$ cat config.mk
export PLATFORM = sky130hd
export DESIGN_NAME = psp_stage_ctrl
export DESIGN_NICKNAME = d
export VERILOG_FILES = /design/src/rtl/psp_pkg.sv /design/src/rtl/psp_stage_ctrl.sv
export SDC_FILE = /design/constraint.sdc
export NUM_CORES = 1
export LEC_CHECK = 0
export BUFFER_PORTS_ARGS = -buffer_cell sky130_fd_sc_hd__buf_2
export CAP_MARGIN = 5
export CORE_UTILIZATION = 45
export DETAILED_ROUTE_END_ITERATION = 10
export PLACE_DENSITY_LB_ADDON = 0.05
export RECOVER_POWER = 50
export SYNTH_ARGS = -nofsm -noshare
export SYNTH_HDL_FRONTEND = slang
export SYNTH_SLANG_ARGS = --single-unit
$ cat constraint.sdc
create_clock -name clk_i -period 15.4 [get_ports clk_i]
set_clock_uncertainty 0.05 [all_clocks]
set_input_delay 0.77 -clock clk_i [delete_from_list [all_inputs] [get_ports clk_i]]
set_output_delay 0.77 -clock clk_i [all_outputs]
set_load 0.02 [all_outputs]
$ cat src/rtl/psp_pkg.sv
/*
 Constants, types and stage-map decoding for the power stage parallel configuration block.
 Assumes one 125 MHz clock and a command port that delivers decoded serial write commands.
*/
// What this block does
// - Overcurrent on a single stage becomes a fault after persisting about 4 us.
// - Off-state open-load or short-to-ground faults need about 10 us persistence.
// - Off-state diagnosis is masked about 1.4 ms after a high-side stage turns off.
// - High-side a and c hold on about 600 ms after off command during low battery.
// - Write command code 110011 loads the parallel configuration byte.
// - Stages outside any selected group act alone with own command and diagnosis.
// - Grouped stages use an 8 us overcurrent filter instead of the single value.
// - Low-side codes: 00010 pair ab, 00100 ab and cd, 01000 quad, 11100 bcd.
// - High-side codes: 00110 pair ab, 01110 ab and cd, 01010 quad, 10100 bcd.
// - Low-side b commands ab, quad, triple; c commands cd; diagnosis a, c, b.
// - High-side b commands ab, quad, triple; c commands cd; diagnosis a, c, c.
// - Group timing is the fixed 8 us filter; the register only selects which stages are grouped.
package psp_pkg;

	// ====================================================================
	// Timing
	localparam int CLK_NS        = 8;
	localparam int OVC_TIME_NS   = 4000;
	localparam int OVC_GRP_NS    = 8000;
	localparam int OFF_TIME_NS   = 10000;
	localparam int MASK_TIME_US  = 1400;
	localparam int HOLD_TIME_MS  = 600;
	localparam int OVC_CYC       = OVC_TIME_NS / CLK_NS;
	localparam int OVC_GRP_CYC   = OVC_GRP_NS / CLK_NS;
	localparam int OFF_CYC       = OFF_TIME_NS / CLK_NS;
	localparam int MASK_CYC_DEF  = MASK_TIME_US * 1000 / CLK_NS;
	localparam int HOLD_CYC_DEF  = HOLD_TIME_MS * 1000000 / CLK_NS;

	// ====================================================================
	// Command and register
	localparam logic [5:0] WR_STAGE_CFG = 6'h33;
	localparam logic [7:0] CFG_RESET    = 8'h00;

	// ====================================================================
	// Stage indices and group codes, key is bits {7,3,2,1,0}
	localparam logic [2:0] HS_A = 3'h0;
	localparam logic [2:0] HS_B = 3'h1;
	localparam logic [2:0] HS_C = 3'h2;
	localparam logic [2:0] LS_A = 3'h4;
	localparam logic [2:0] LS_B = 3'h5;
	localparam logic [2:0] LS_C = 3'h6;
	localparam logic [4:0] KEY_LS_AB   = 5'h02;
	localparam logic [4:0] KEY_LS_2P   = 5'h04;
	localparam logic [4:0] KEY_LS_QUAD = 5'h08;
	localparam logic [4:0] KEY_LS_TRI  = 5'h1c;
	localparam logic [4:0] KEY_HS_AB   = 5'h06;
	localparam logic [4:0] KEY_HS_2P   = 5'h0e;
	localparam logic [4:0] KEY_HS_QUAD = 5'h0a;
	localparam logic [4:0] KEY_HS_TRI  = 5'h14;

	typedef struct packed {
		logic [7:0][2:0] src;
		logic [7:0]      diag;
		logic [7:0]      grp;
	} psp_map_type;

	function automatic psp_map_type psp_join(psp_map_type m, logic [7:0] mem,
			logic [2:0] ctl, logic [2:0] dg);
		for (int i = 0; i < 8; i++) begin
			if (mem[i]) begin
				m.src[i]  = ctl;
				m.diag[i] = (3'(i) == dg);
				m.grp[i]  = 1'b1;
			end
		end
		return m;
	endfunction

	// Bits 6..4 are not decoded: combined groupings are outside this block
	function automatic psp_map_type psp_decode(logic [7:0] cfg);
		psp_map_type m;
		for (int i = 0; i < 8; i++) begin
			m.src[i]  = 3'(i);
			m.diag[i] = 1'b1;
			m.grp[i]  = 1'b0;
		end
		case ({cfg[7], cfg[3:0]})
			KEY_LS_AB:   m = psp_join(m, 8'h30, LS_B, LS_A);
			KEY_LS_2P:   m = psp_join(psp_join(m, 8'h30, LS_B, LS_A), 8'hc0, LS_C, LS_C);
			KEY_LS_QUAD: m = psp_join(m, 8'hf0, LS_B, LS_A);
			KEY_LS_TRI:  m = psp_join(m, 8'he0, LS_B, LS_B);
			KEY_HS_AB:   m = psp_join(m, 8'h03, HS_B, HS_A);
			KEY_HS_2P:   m = psp_join(psp_join(m, 8'h03, HS_B, HS_A), 8'h0c, HS_C, HS_C);
			KEY_HS_QUAD: m = psp_join(m, 8'h0f, HS_B, HS_A);
			KEY_HS_TRI:  m = psp_join(m, 8'h0e, HS_B, HS_C);
			default:     m = m;
		endcase
		return m;
	endfunction

endpackage

$ cat src/rtl/psp_stage_ctrl.sv
/*
 Stage grouping, command steering, diagnosis filters, masks and low-battery hold.
 Assumes synchronous inputs; bits 0..3 are high-side a..d, bits 4..7 low-side a..d.
*/
module psp_stage_ctrl #(
	parameter int MASK_CYC = psp_pkg::MASK_CYC_DEF,
	parameter int HOLD_CYC = psp_pkg::HOLD_CYC_DEF
) (
	input  wire logic       clk_i,
	input  wire logic       rst_i,
	input  wire logic       cmd_valid_i,
	input  wire logic [5:0] cmd_code_i,
	input  wire logic [7:0] cmd_data_i,
	input  wire logic [7:0] stage_cmd_i,
	input  wire logic [7:0] ovc_cond_i,
	input  wire logic [3:0] off_cond_i,
	input  wire logic       low_batt_i,
	output logic      [7:0] stage_on_o,
	output logic      [7:0] ovc_fault_o,
	output logic      [3:0] off_fault_o
);
	import psp_pkg::*;

	localparam int MW = $clog2(MASK_CYC + 1);
	localparam int HW = $clog2(HOLD_CYC + 1);

	if (MASK_CYC < 2 || HOLD_CYC < 2) $error("psp_stage_ctrl: counts too small");

	// ====================================================================
	// Configuration register
	logic [7:0]  cfg_r, cfg_nxt;
	psp_map_type map;

	always_comb begin
		cfg_nxt = cfg_r;
		if (cmd_valid_i && cmd_code_i == WR_STAGE_CFG) begin
			cfg_nxt = cmd_data_i;
		end
		map = psp_decode(cfg_r);
	end

	always_ff @(posedge clk_i or posedge rst_i) begin
		if (rst_i) begin
			cfg_r <= CFG_RESET;
		end else begin
			cfg_r <= cfg_nxt;
		end
	end

	// ====================================================================
	// Stage state
	logic [7:0]    on_r, on_nxt, ovc_f_r, ovc_f_nxt, eff_cmd, ovc_grp;
	logic [3:0]    off_f_r, off_f_nxt;
	logic [9:0]    ovc_cnt_r [8];
	logic [9:0]    ovc_cnt_nxt [8];
	logic [9:0]    ovc_len [8];
	logic [10:0]   off_cnt_r [4];
	logic [10:0]   off_cnt_nxt [4];
	logic [MW-1:0] mask_r [4];
	logic [MW-1:0] mask_nxt [4];
	logic [HW-1:0] hold_r [2];
	logic [HW-1:0] hold_nxt [2];

	always_comb begin
		on_nxt    = on_r;
		ovc_f_nxt = ovc_f_r;
		off_f_nxt = off_f_r;
		for (int i = 0; i < 8; i++) begin
			// Only the controlling stage's command reaches a member
			eff_cmd[i] = stage_cmd_i[map.src[i]];
			ovc_grp[i] = 1'b0;
			for (int j = 0; j < 8; j++) begin
				if (map.src[j] == map.src[i]) begin
					ovc_grp[i] = ovc_grp[i] | ovc_cond_i[j];
				end
			end
			ovc_len[i] = map.grp[i] ? 10'(OVC_GRP_CYC) : 10'(OVC_CYC);
			on_nxt[i] = eff_cmd[i];
		end
		for (int h = 0; h < 2; h++) begin
			// High-side a and c only; the hold restarts on every fresh off command
			hold_nxt[h] = '0;
			if (on_r[2*h] && !eff_cmd[2*h] && low_batt_i) begin
				on_nxt[2*h] = (hold_r[h] != HW'(HOLD_CYC - 1));
				hold_nxt[h] = on_nxt[2*h] ? hold_r[h] + 1'b1 : '0;
			end
		end
		for (int i = 0; i < 8; i++) begin
			ovc_cnt_nxt[i] = '0;
			if (on_r[i] && ovc_grp[i] && map.diag[i]) begin
				ovc_cnt_nxt[i] = (ovc_cnt_r[i] == ovc_len[i] - 1'b1) ? ovc_cnt_r[i]
					: ovc_cnt_r[i] + 1'b1;
			end
			// The switch-off clear always holds: an off stage's filter stays at zero, so no set follows
			if (!on_r[i] || !map.diag[i]) begin
				ovc_f_nxt[i] = 1'b0;
			end
			if (ovc_cnt_nxt[i] == ovc_len[i] - 1'b1) begin
				ovc_f_nxt[i] = map.diag[i];
			end
		end
		for (int i = 0; i < 4; i++) begin
			mask_nxt[i]    = '0;
			off_cnt_nxt[i] = '0;
			if (!on_r[i]) begin
				mask_nxt[i] = (mask_r[i] == MW'(MASK_CYC)) ? mask_r[i] : mask_r[i] + 1'b1;
				if (mask_r[i] == MW'(MASK_CYC) && off_cond_i[i] && map.diag[i]) begin
					off_cnt_nxt[i] = (off_cnt_r[i] == 11'(OFF_CYC - 1)) ? off_cnt_r[i]
						: off_cnt_r[i] + 1'b1;
				end
			end
			if (on_r[i] || !map.diag[i]) begin
				off_f_nxt[i] = 1'b0;
			end
			if (off_cnt_nxt[i] == 11'(OFF_CYC - 1)) begin
				off_f_nxt[i] = 1'b1;
			end
		end
	end

	always_ff @(posedge clk_i or posedge rst_i) begin
		if (rst_i) begin
			on_r    <= 8'h00;
			ovc_f_r <= 8'h00;
			off_f_r <= 4'h0;
			for (int i = 0; i < 8; i++) begin
				ovc_cnt_r[i] <= '0;
			end
			for (int i = 0; i < 4; i++) begin
				off_cnt_r[i] <= '0;
				mask_r[i]    <= '0;
			end
			for (int h = 0; h < 2; h++) begin
				hold_r[h] <= '0;
			end
		end else begin
			on_r      <= on_nxt;
			ovc_f_r   <= ovc_f_nxt;
			off_f_r   <= off_f_nxt;
			ovc_cnt_r <= ovc_cnt_nxt;
			off_cnt_r <= off_cnt_nxt;
			mask_r    <= mask_nxt;
			hold_r    <= hold_nxt;
		end
	end

	assign stage_on_o  = on_r;
	assign ovc_fault_o = ovc_f_r;
	assign off_fault_o = off_f_r;
endmodule

==> run_results.csv, run 1 <==
group,metric,value,unit
outcome,status,"finished with violations",
outcome,violations,"max-capacitance violations, max-slew violations",
die,die_h,183.7,um
pwr,powerDensity,99.28,nW/um^2
synthesis,synthCells,1591,
synthesis,avgSynthCellArea,9.340,um^2
synthesis,ys.flop_type,"dfrtp_1",
routing,vias,11280,
cts,ctsResizeCount,0,
worst_setup_path,cp_slowest_stage_delay,2600,ps
synthesis,yosysWarnings,0,
placed_design,io_buffers,54,
synthesis,ys_ff_latch,275,
die,start_util,0.4567,
cts,cts_tree,"yes",
global_route,grt-ovfl-total,0,
worst_setup_path,cp_max_fo,171,
pwr,vdd_drop_max,0.00008147,V
synthesis,synth_edf_count,0,
timing,fin_tns_setup,0,ps
global_route,grt_start_max_net_pins,172,
global_route,antenna_found_initial,2,
cells_and_area,nNetsFinal,1711,
timing,period_share,0.2498,
timing,rsz0062_at_grt,"no",
global_route,first_global_vias,11196,
job,cap_viol_max_count,1,
cts,cts_buffers,34,
global_route,grt_util_all_layers,0.1897,
global_route,grt_pass1_wl,53.52,mm
synthesis,syn_area,14860,um^2
min_path,hold_class,"in2reg",
die,io_pins,58,
worst_setup_path,required,15850,ps
routing,dr.pass1.iters,5,
timing,finalMaxSlewViolations,105,
cts,clk_path_buf_depth,3,
synthesis,syn_nets,1655,
cells_and_area,diodes,0,
worst_setup_path,crit_path_top_delay_cell,"clkinvlp_2",
routing,vias_per_cell,5.336,
cells_and_area,nFillCells,3042,
worst_setup_path,start_kind,"primary input",
synthesis,yosysUniqueCellTypes,69,
routing,drc,0,
cts,h-tree-depth,2,
synthesis,ys_seq_area_frac,0.4631,
timing,setup_viol,0,
cts,cts_setup_buffers,0,
die,die-area,33750,um^2
die,row_count,66,
timing,slew_headroom,-2.111,
synthesis,ys_async_sr_fraction,1.000,
timing,max_freq,260.0,MHz
routing,ant_nets,0,
routing,wl_per_cell,14.55,um
timing,hold_viol_final,0,
routing,drt-initial-drc-count,532,
cells_and_area,drive_gt1_frac,0.08134,
worst_setup_path,path_cells,"buf_2, clkinvlp_2, buf_12",
pwr,leakagePower,6.926,nW
cells_and_area,synthToLayoutAreaGrowth,12.84,%
cts,clk_pin_slew,60,ps
cts,cts_root_buf,"clkbuf_16",
worst_setup_path,crit_path_end_kind,"async pin",
pwr,power,1.665,mW
worst_setup_path,path_class,"in2async",
cts,hold_buffers,0,
die,die_x,183.7,um
cts,cts_sinks,275,
die,core,32540,um^2
placed_design,dpl.hpwl,20.41,mm
timing,timing.hold.ws,386.6,ps
timing,worst_slew_pin_slew,4641,ps
cts,clk_latency,510,ps
routing,wirelength,30.76,mm
placed_design,gp_congestion,0.7849,
worst_setup_path,arrival,4290,ps
timing,post-route-min-period,3847,ps
path summary, 6_finish.rpt:
| check | start | end | cells after the start | slack, ps |
|---|---|---|---|---|
| min in group asynchronous | rst_i | mask_r[56] | 2 | 1650 |
| worst min register to register | off_fault_o[3] | off_fault_o[3] | 2 | 460 |
| worst max-delay path | rst_i | ovc_cnt_r[27] | 3 | 11550 |
| max in group clk_i | mask_r[0] | off_fault_o[3] | 7 | 12300 |
| worst min-delay path | stage_cmd_i[5] | stage_on_o[5] | 1 | 390 |
| worst max register to register | mask_r[0] | off_fault_o[3] | 7 | 12300 |
sequential cells by signal, indices dropped and copies added (netlist names):
name         flops
ovc_fault_o      8
ovc_cnt_r       80
stage_on_o       8
hold_r          54
mask_r          72
off_fault_o      4
off_cnt_r       44
cfg_r            5
logic make-up (layout without fill, tap and decap cells):
family,Yosys count,in the layout,share of synthesized area
fa+ha+maj,26,26,0.02189
compound gates,141,141,0.06306
simple gates,817,817,0.2810
buf+inv,87,168,0.02198
flops,275,275,0.4631
xor+xnor,205,205,0.1208
mux,40,40,0.02821
placed cells by master (no fill, tap or decap), types with 6 or more instances in the layout:
| cell | count |
|---|---|
| nor4b_1 | 6 |
| o211ai_1 | 8 |
| nor2b_1 | 20 |
| nand3_1 | 108 |
| clkbuf_16 | 37 |
| and4_1 | 17 |
| dfrtp_1 | 275 |
| a211oi_1 | 7 |
| ha_1 | 26 |
| nand4b_1 | 11 |
| nor3b_1 | 15 |
| o21ai_0 | 26 |
| nand4_1 | 44 |
| buf_4 | 6 |
| or3_1 | 21 |
| nand2_1 | 100 |
| clkbuf_8 | 7 |
| and3_1 | 53 |
| inv_1 | 43 |
| nor3_1 | 47 |
| clkinv_2 | 7 |
| xnor2_1 | 91 |
| nor4_1 | 8 |
| clkbuf_1 | 25 |
| mux2_2 | 11 |
| mux2i_1 | 28 |
| nor2_1 | 286 |
| a21oi_1 | 44 |
| and2_1 | 10 |
| xor2_1 | 114 |
| nand3b_1 | 9 |
| nand2b_1 | 23 |
| or2_2 | 6 |
| buf_2 | 36 |
| o31ai_1 | 9 |
critical path: cells and delay by family:
family	cells	cell delay [ps]
buf+inv	3	3360
report_power, final:
part	total (mW)	switching [mW]	internal [mW]
Sequential	0.751	0.0184	0.732
Combinational	0.0835	0.0556	0.0279
Clock	0.831	0.310	0.521
area by class of cell:
class,instances,area [um^2],area share
multi-input cells,1229,7664,0.4570
flip-flops and latches,275,6882,0.4104
inverters,44,166.4,0.009924
well taps,442,553.0,0.03298
repair buffers,63,320.3,0.01910
clock buffers,49,1041,0.06208
clock inverters,12,142.6,0.008506
metal layers:
layer / GRT usage / part of all wire / up-vias
met2: 0.2995 / 0.44 / 129
met4: 0.06400 / 0.026 / 4
met1: 0.2645 / 0.50 / 5403
met5: 0 / 0.00081 / -
li1: - / - / 5682
met3: 0.03090 / 0.033 / 62
stage by stage:
| stage | instance area [um^2] | utilization | std cells | setup WS, ps |
|---|---|---|---|---|
| 6_report | 16770 | 0.5154 | 2114 | 11550 |
| 5_1_grt | 16770 | 0.5154 | 2114 | 10710 |
| 3_5_place_dp | 15620 | 0.4801 | 2053 | 12230 |
| 4_1_cts | 16800 | 0.5165 | 2114 | 12210 |
| 3_3_place_gp | 15620 | 0.4801 | 2053 | 12220 |
| 2_1_floorplan | 14860 | - | 1591 | 7000 |
synth_stat cells (3+ instances only):
library cell,n,area share
a211oi_1,7,0.0035
nor3b_1,15,0.0076
a31oi_1,4,0.0017
clkbuf_1,43,0.011
nand4_1,44,0.019
ha_1,26,0.022
mux2i_1,28,0.019
and3b_1,3,0.0018
mux2_2,11,0.0083
nand4b_1,11,0.0065
or3b_2,3,0.0018
or2_2,7,0.0029
nor4bb_1,3,0.0020
nand2_1,100,0.025
o31ai_1,9,0.0045
and3_1,53,0.022
nor2b_1,20,0.0084
a21oi_1,44,0.015
o21ai_0,26,0.0088
or4_1,5,0.0025
nand4bb_1,5,0.0038
o311ai_1,3,0.0018
o41ai_1,3,0.0018
nand3_1,108,0.036
a32oi_1,5,0.0029
nand3b_1,9,0.0045
nor2_1,286,0.072
xor2_1,114,0.067
inv_1,44,0.011
nor4_1,8,0.0034
and2_1,11,0.0046
nor4b_1,6,0.0035
or4b_2,5,0.0034
xnor2_1,91,0.054
and4_1,17,0.010
or3_1,21,0.0088
nand2b_1,23,0.0097
o211ai_1,8,0.0040
a41o_1,4,0.0027
dfrtp_1,275,0.46
nor3_1,47,0.016
Power figures use the tool's default switching activity.
==> run 2: changes to the inputs <==
- clock period: 15.4 -> 3.7 ns (I/O delays scaled with it)
==> run 2 against run 1 <==
Compared with the run above:
- the run ends with max-capacitance violations left
- flip-flop and latch count did not move
- final cell count rose by 1.3%
- die area did not move
- combinational power rose to 4.4 times the previous value
- sequential power rose to 4.2 times the previous value
- power rose to 4.0 times the previous value
- critical path depth rose by 4
- register-to-register slack got worse by 12000 ps
==> run_results.csv, run 2 (synthesis gave the netlist of run 1 again) <==
group,metric,value,unit
outcome,status,"finished with violations",
outcome,violations,"max-capacitance violations",
cells_and_area,top_regs,"ovc_cnt_r (80), mask_r (72), hold_r (54)",
routing,wl_per_cell,14.50,um
worst_setup_path,path_class,"reg2reg",
pwr,vdd_drop_max,0.0003213,V
worst_setup_path,path_cells,"ha_1, nand4_1, or3b_2, a2111oi_0, a41o_1, mux2_2, o41ai_1",
timing,rsz0062_at_grt,"no",
worst_setup_path,required,4040,ps
die,die-area,33750,um^2
worst_setup_path,r2r-end,"ovc_fault_o[7]",
cts,clk_latency,500,ps
timing,post-route-min-period,2938,ps
cells_and_area,top_register,"ovc_cnt_r",
global_route,grt-ovfl-total,0,
die,start_util,0.4567,
routing,dr.pass1.iters,5,
cts,ctsResizeCount,0,
routing,vias_per_cell,5.337,
global_route,grt_util_all_layers,0.1927,
worst_setup_path,cp_max_fo,5,
timing,timing.hold.ws,39.72,ps
cts,cts_buffers,34,
timing,finalMaxSlewViolations,0,
routing,met3RoutedLength,818,um
cts,cts_sinks,275,
routing,met1Wirelength,15.75,mm
cells_and_area,nNetsFinal,1739,
cells_and_area,layout_common_cells,"nor2_1 (286), dfrtp_1 (275), xor2_1 (114)",
pwr,power,6.733,mW
min_path,whs_endpoint,"off_cnt_r[27]",
job,cap_viol_max_count,1,
timing,hold_viol_final,0,
worst_setup_path,crit_path_end_kind,"register",
cells_and_area,drive_gt1_frac,0.08608,
worst_setup_path,ff2ff_path_depth,7,
global_route,first_global_vias,11031,
worst_setup_path,cp_slowest_stage_delay,530,ps
placed_design,io_buffers,54,
routing,drt-initial-drc-count,519,
worst_setup_path,regToRegStartpoint,"ovc_cnt_r[0]",
worst_setup_path,start_kind,"register",
timing,slew_headroom,0.01585,
routing,top_layer_used,"met5",
die,io_pins,58,
timing,setup_viol,0,
min_path,hold_depth,3,
min_path,hold_class,"in2reg",
placed_design,dpl.hpwl,20.97,mm
routing,wirelength,31.04,mm
cells_and_area,seqCellArea,6882,um^2
cells_and_area,synthToLayoutAreaGrowth,13.99,%
cts,clk_path_buf_depth,3,
worst_setup_path,critPathBufInv,0,
placed_design,gp_congestion,0.8062,
worst_setup_path,arrival,3280,ps
die,row_count,66,
pwr,powerDensity,397.5,nW/um^2
cts,clk_pin_slew,60,ps
die,die_h,183.7,um
global_route,grt_pass1_wl,54.05,mm
routing,route.met2.wl,13.83,mm
cts,cts_root_buf,"clkbuf_16",
min_path,hp-start,"off_cond_i[1]",
cts,cts_tree,"yes",
cells_and_area,nFillCells,3059,
global_route,antenna_found_initial,4,
routing,vias,11426,
cells_and_area,largest_reg_flops,80,
worst_setup_path,cp_top_family,"compound AO/OA/AOI/OAI gates",
die,core,32540,um^2
worst_setup_path,crit_path_top_delay_cell,"a2111oi_0",
pwr,leakagePower,7.016,nW
cells_and_area,multiInputGateArea,7656,um^2
worst_setup_path,rrSetupSlack,760,ps
die,die_x,183.7,um
timing,worst_slew_pin_slew,1468,ps
timing,max_freq,340.4,MHz
routing,drc,0,
global_route,grt_start_max_net_pins,93,
cts,h-tree-depth,2,
timing,period_share,0.7940,
cells_and_area,final_common_cell,"nor2_1",
routing,ant_nets,0,
==> run 2: cell type report <==
| cell class | count | area share |
|---|---|---|
| inverter | 44 | 0.009823 |
| timing repair buffer | 91 | 0.03412 |
| clock inverter | 9 | 0.004136 |
| antenna | 3 | 0.0004432 |
| clock buffer | 48 | 0.06064 |
| multi-input combinational | 1229 | 0.4520 |
| tap | 442 | 0.03265 |
| sequential | 275 | 0.4062 |
==> run 2: per-layer routing <==
layer,vias up,global-route usage
met2,99,0.3029
li1,5732,-
met4,2,0.04667
met5,-,0
met1,5545,0.2777
met3,48,0.02991
==> run 2: where the power goes <==
part / internal, mW / switching, mW / leakage, nW
clock: 1.99 / 1.25 / 0.550
combinational: 0.136 / 0.235 / 2.67
sequential: 3.05 / 0.0732 / 3.80
==> run 2: worst min-delay path: stages <==
cell and delay, ps:
buf_2 110, nand3_1 180, nor2_1 70
==> run 2: worst max path at each step <==
stage,slack [ps],depth (start not counted),end,from
finish,760,7,ovc_fault_o[7],ovc_cnt_r[0]
global placement,840,6,off_fault_o[1],off_cnt_r[25]
CTS,780,7,ovc_fault_o[7],ovc_cnt_r[0]
detailed placement,810,7,ovc_fault_o[7],ovc_cnt_r[0]
floorplan,-170,1,cfg_r[0],rst_i
global route,560,7,off_fault_o[1],cfg_r[3]
==> run 2: through the flow <==
| step | setup WS (ps) | utilization | cell area, um^2 | cells | setup TNS, ps |
|---|---|---|---|---|---|
| after floorplan | -172.4 | - | 14860 | 1591 | -47400 |
| after global placement | 839.9 | 0.4833 | 15730 | 2065 | 0 |
| after detailed placement | 810.2 | 0.4833 | 15730 | 2065 | 0 |
| after CTS | 783.8 | 0.5220 | 16980 | 2138 | 0 |
| after global routing | 559.9 | 0.5206 | 16940 | 2140 | 0 |
| final | 762.1 | 0.5207 | 16940 | 2141 | 0 |
==> run 2: what timing repair did <==
item / CTS / global route
hold buffers: 16 / 0
setup buffers: 0 / 0
endpoints found under the hold margin: 41 / 0
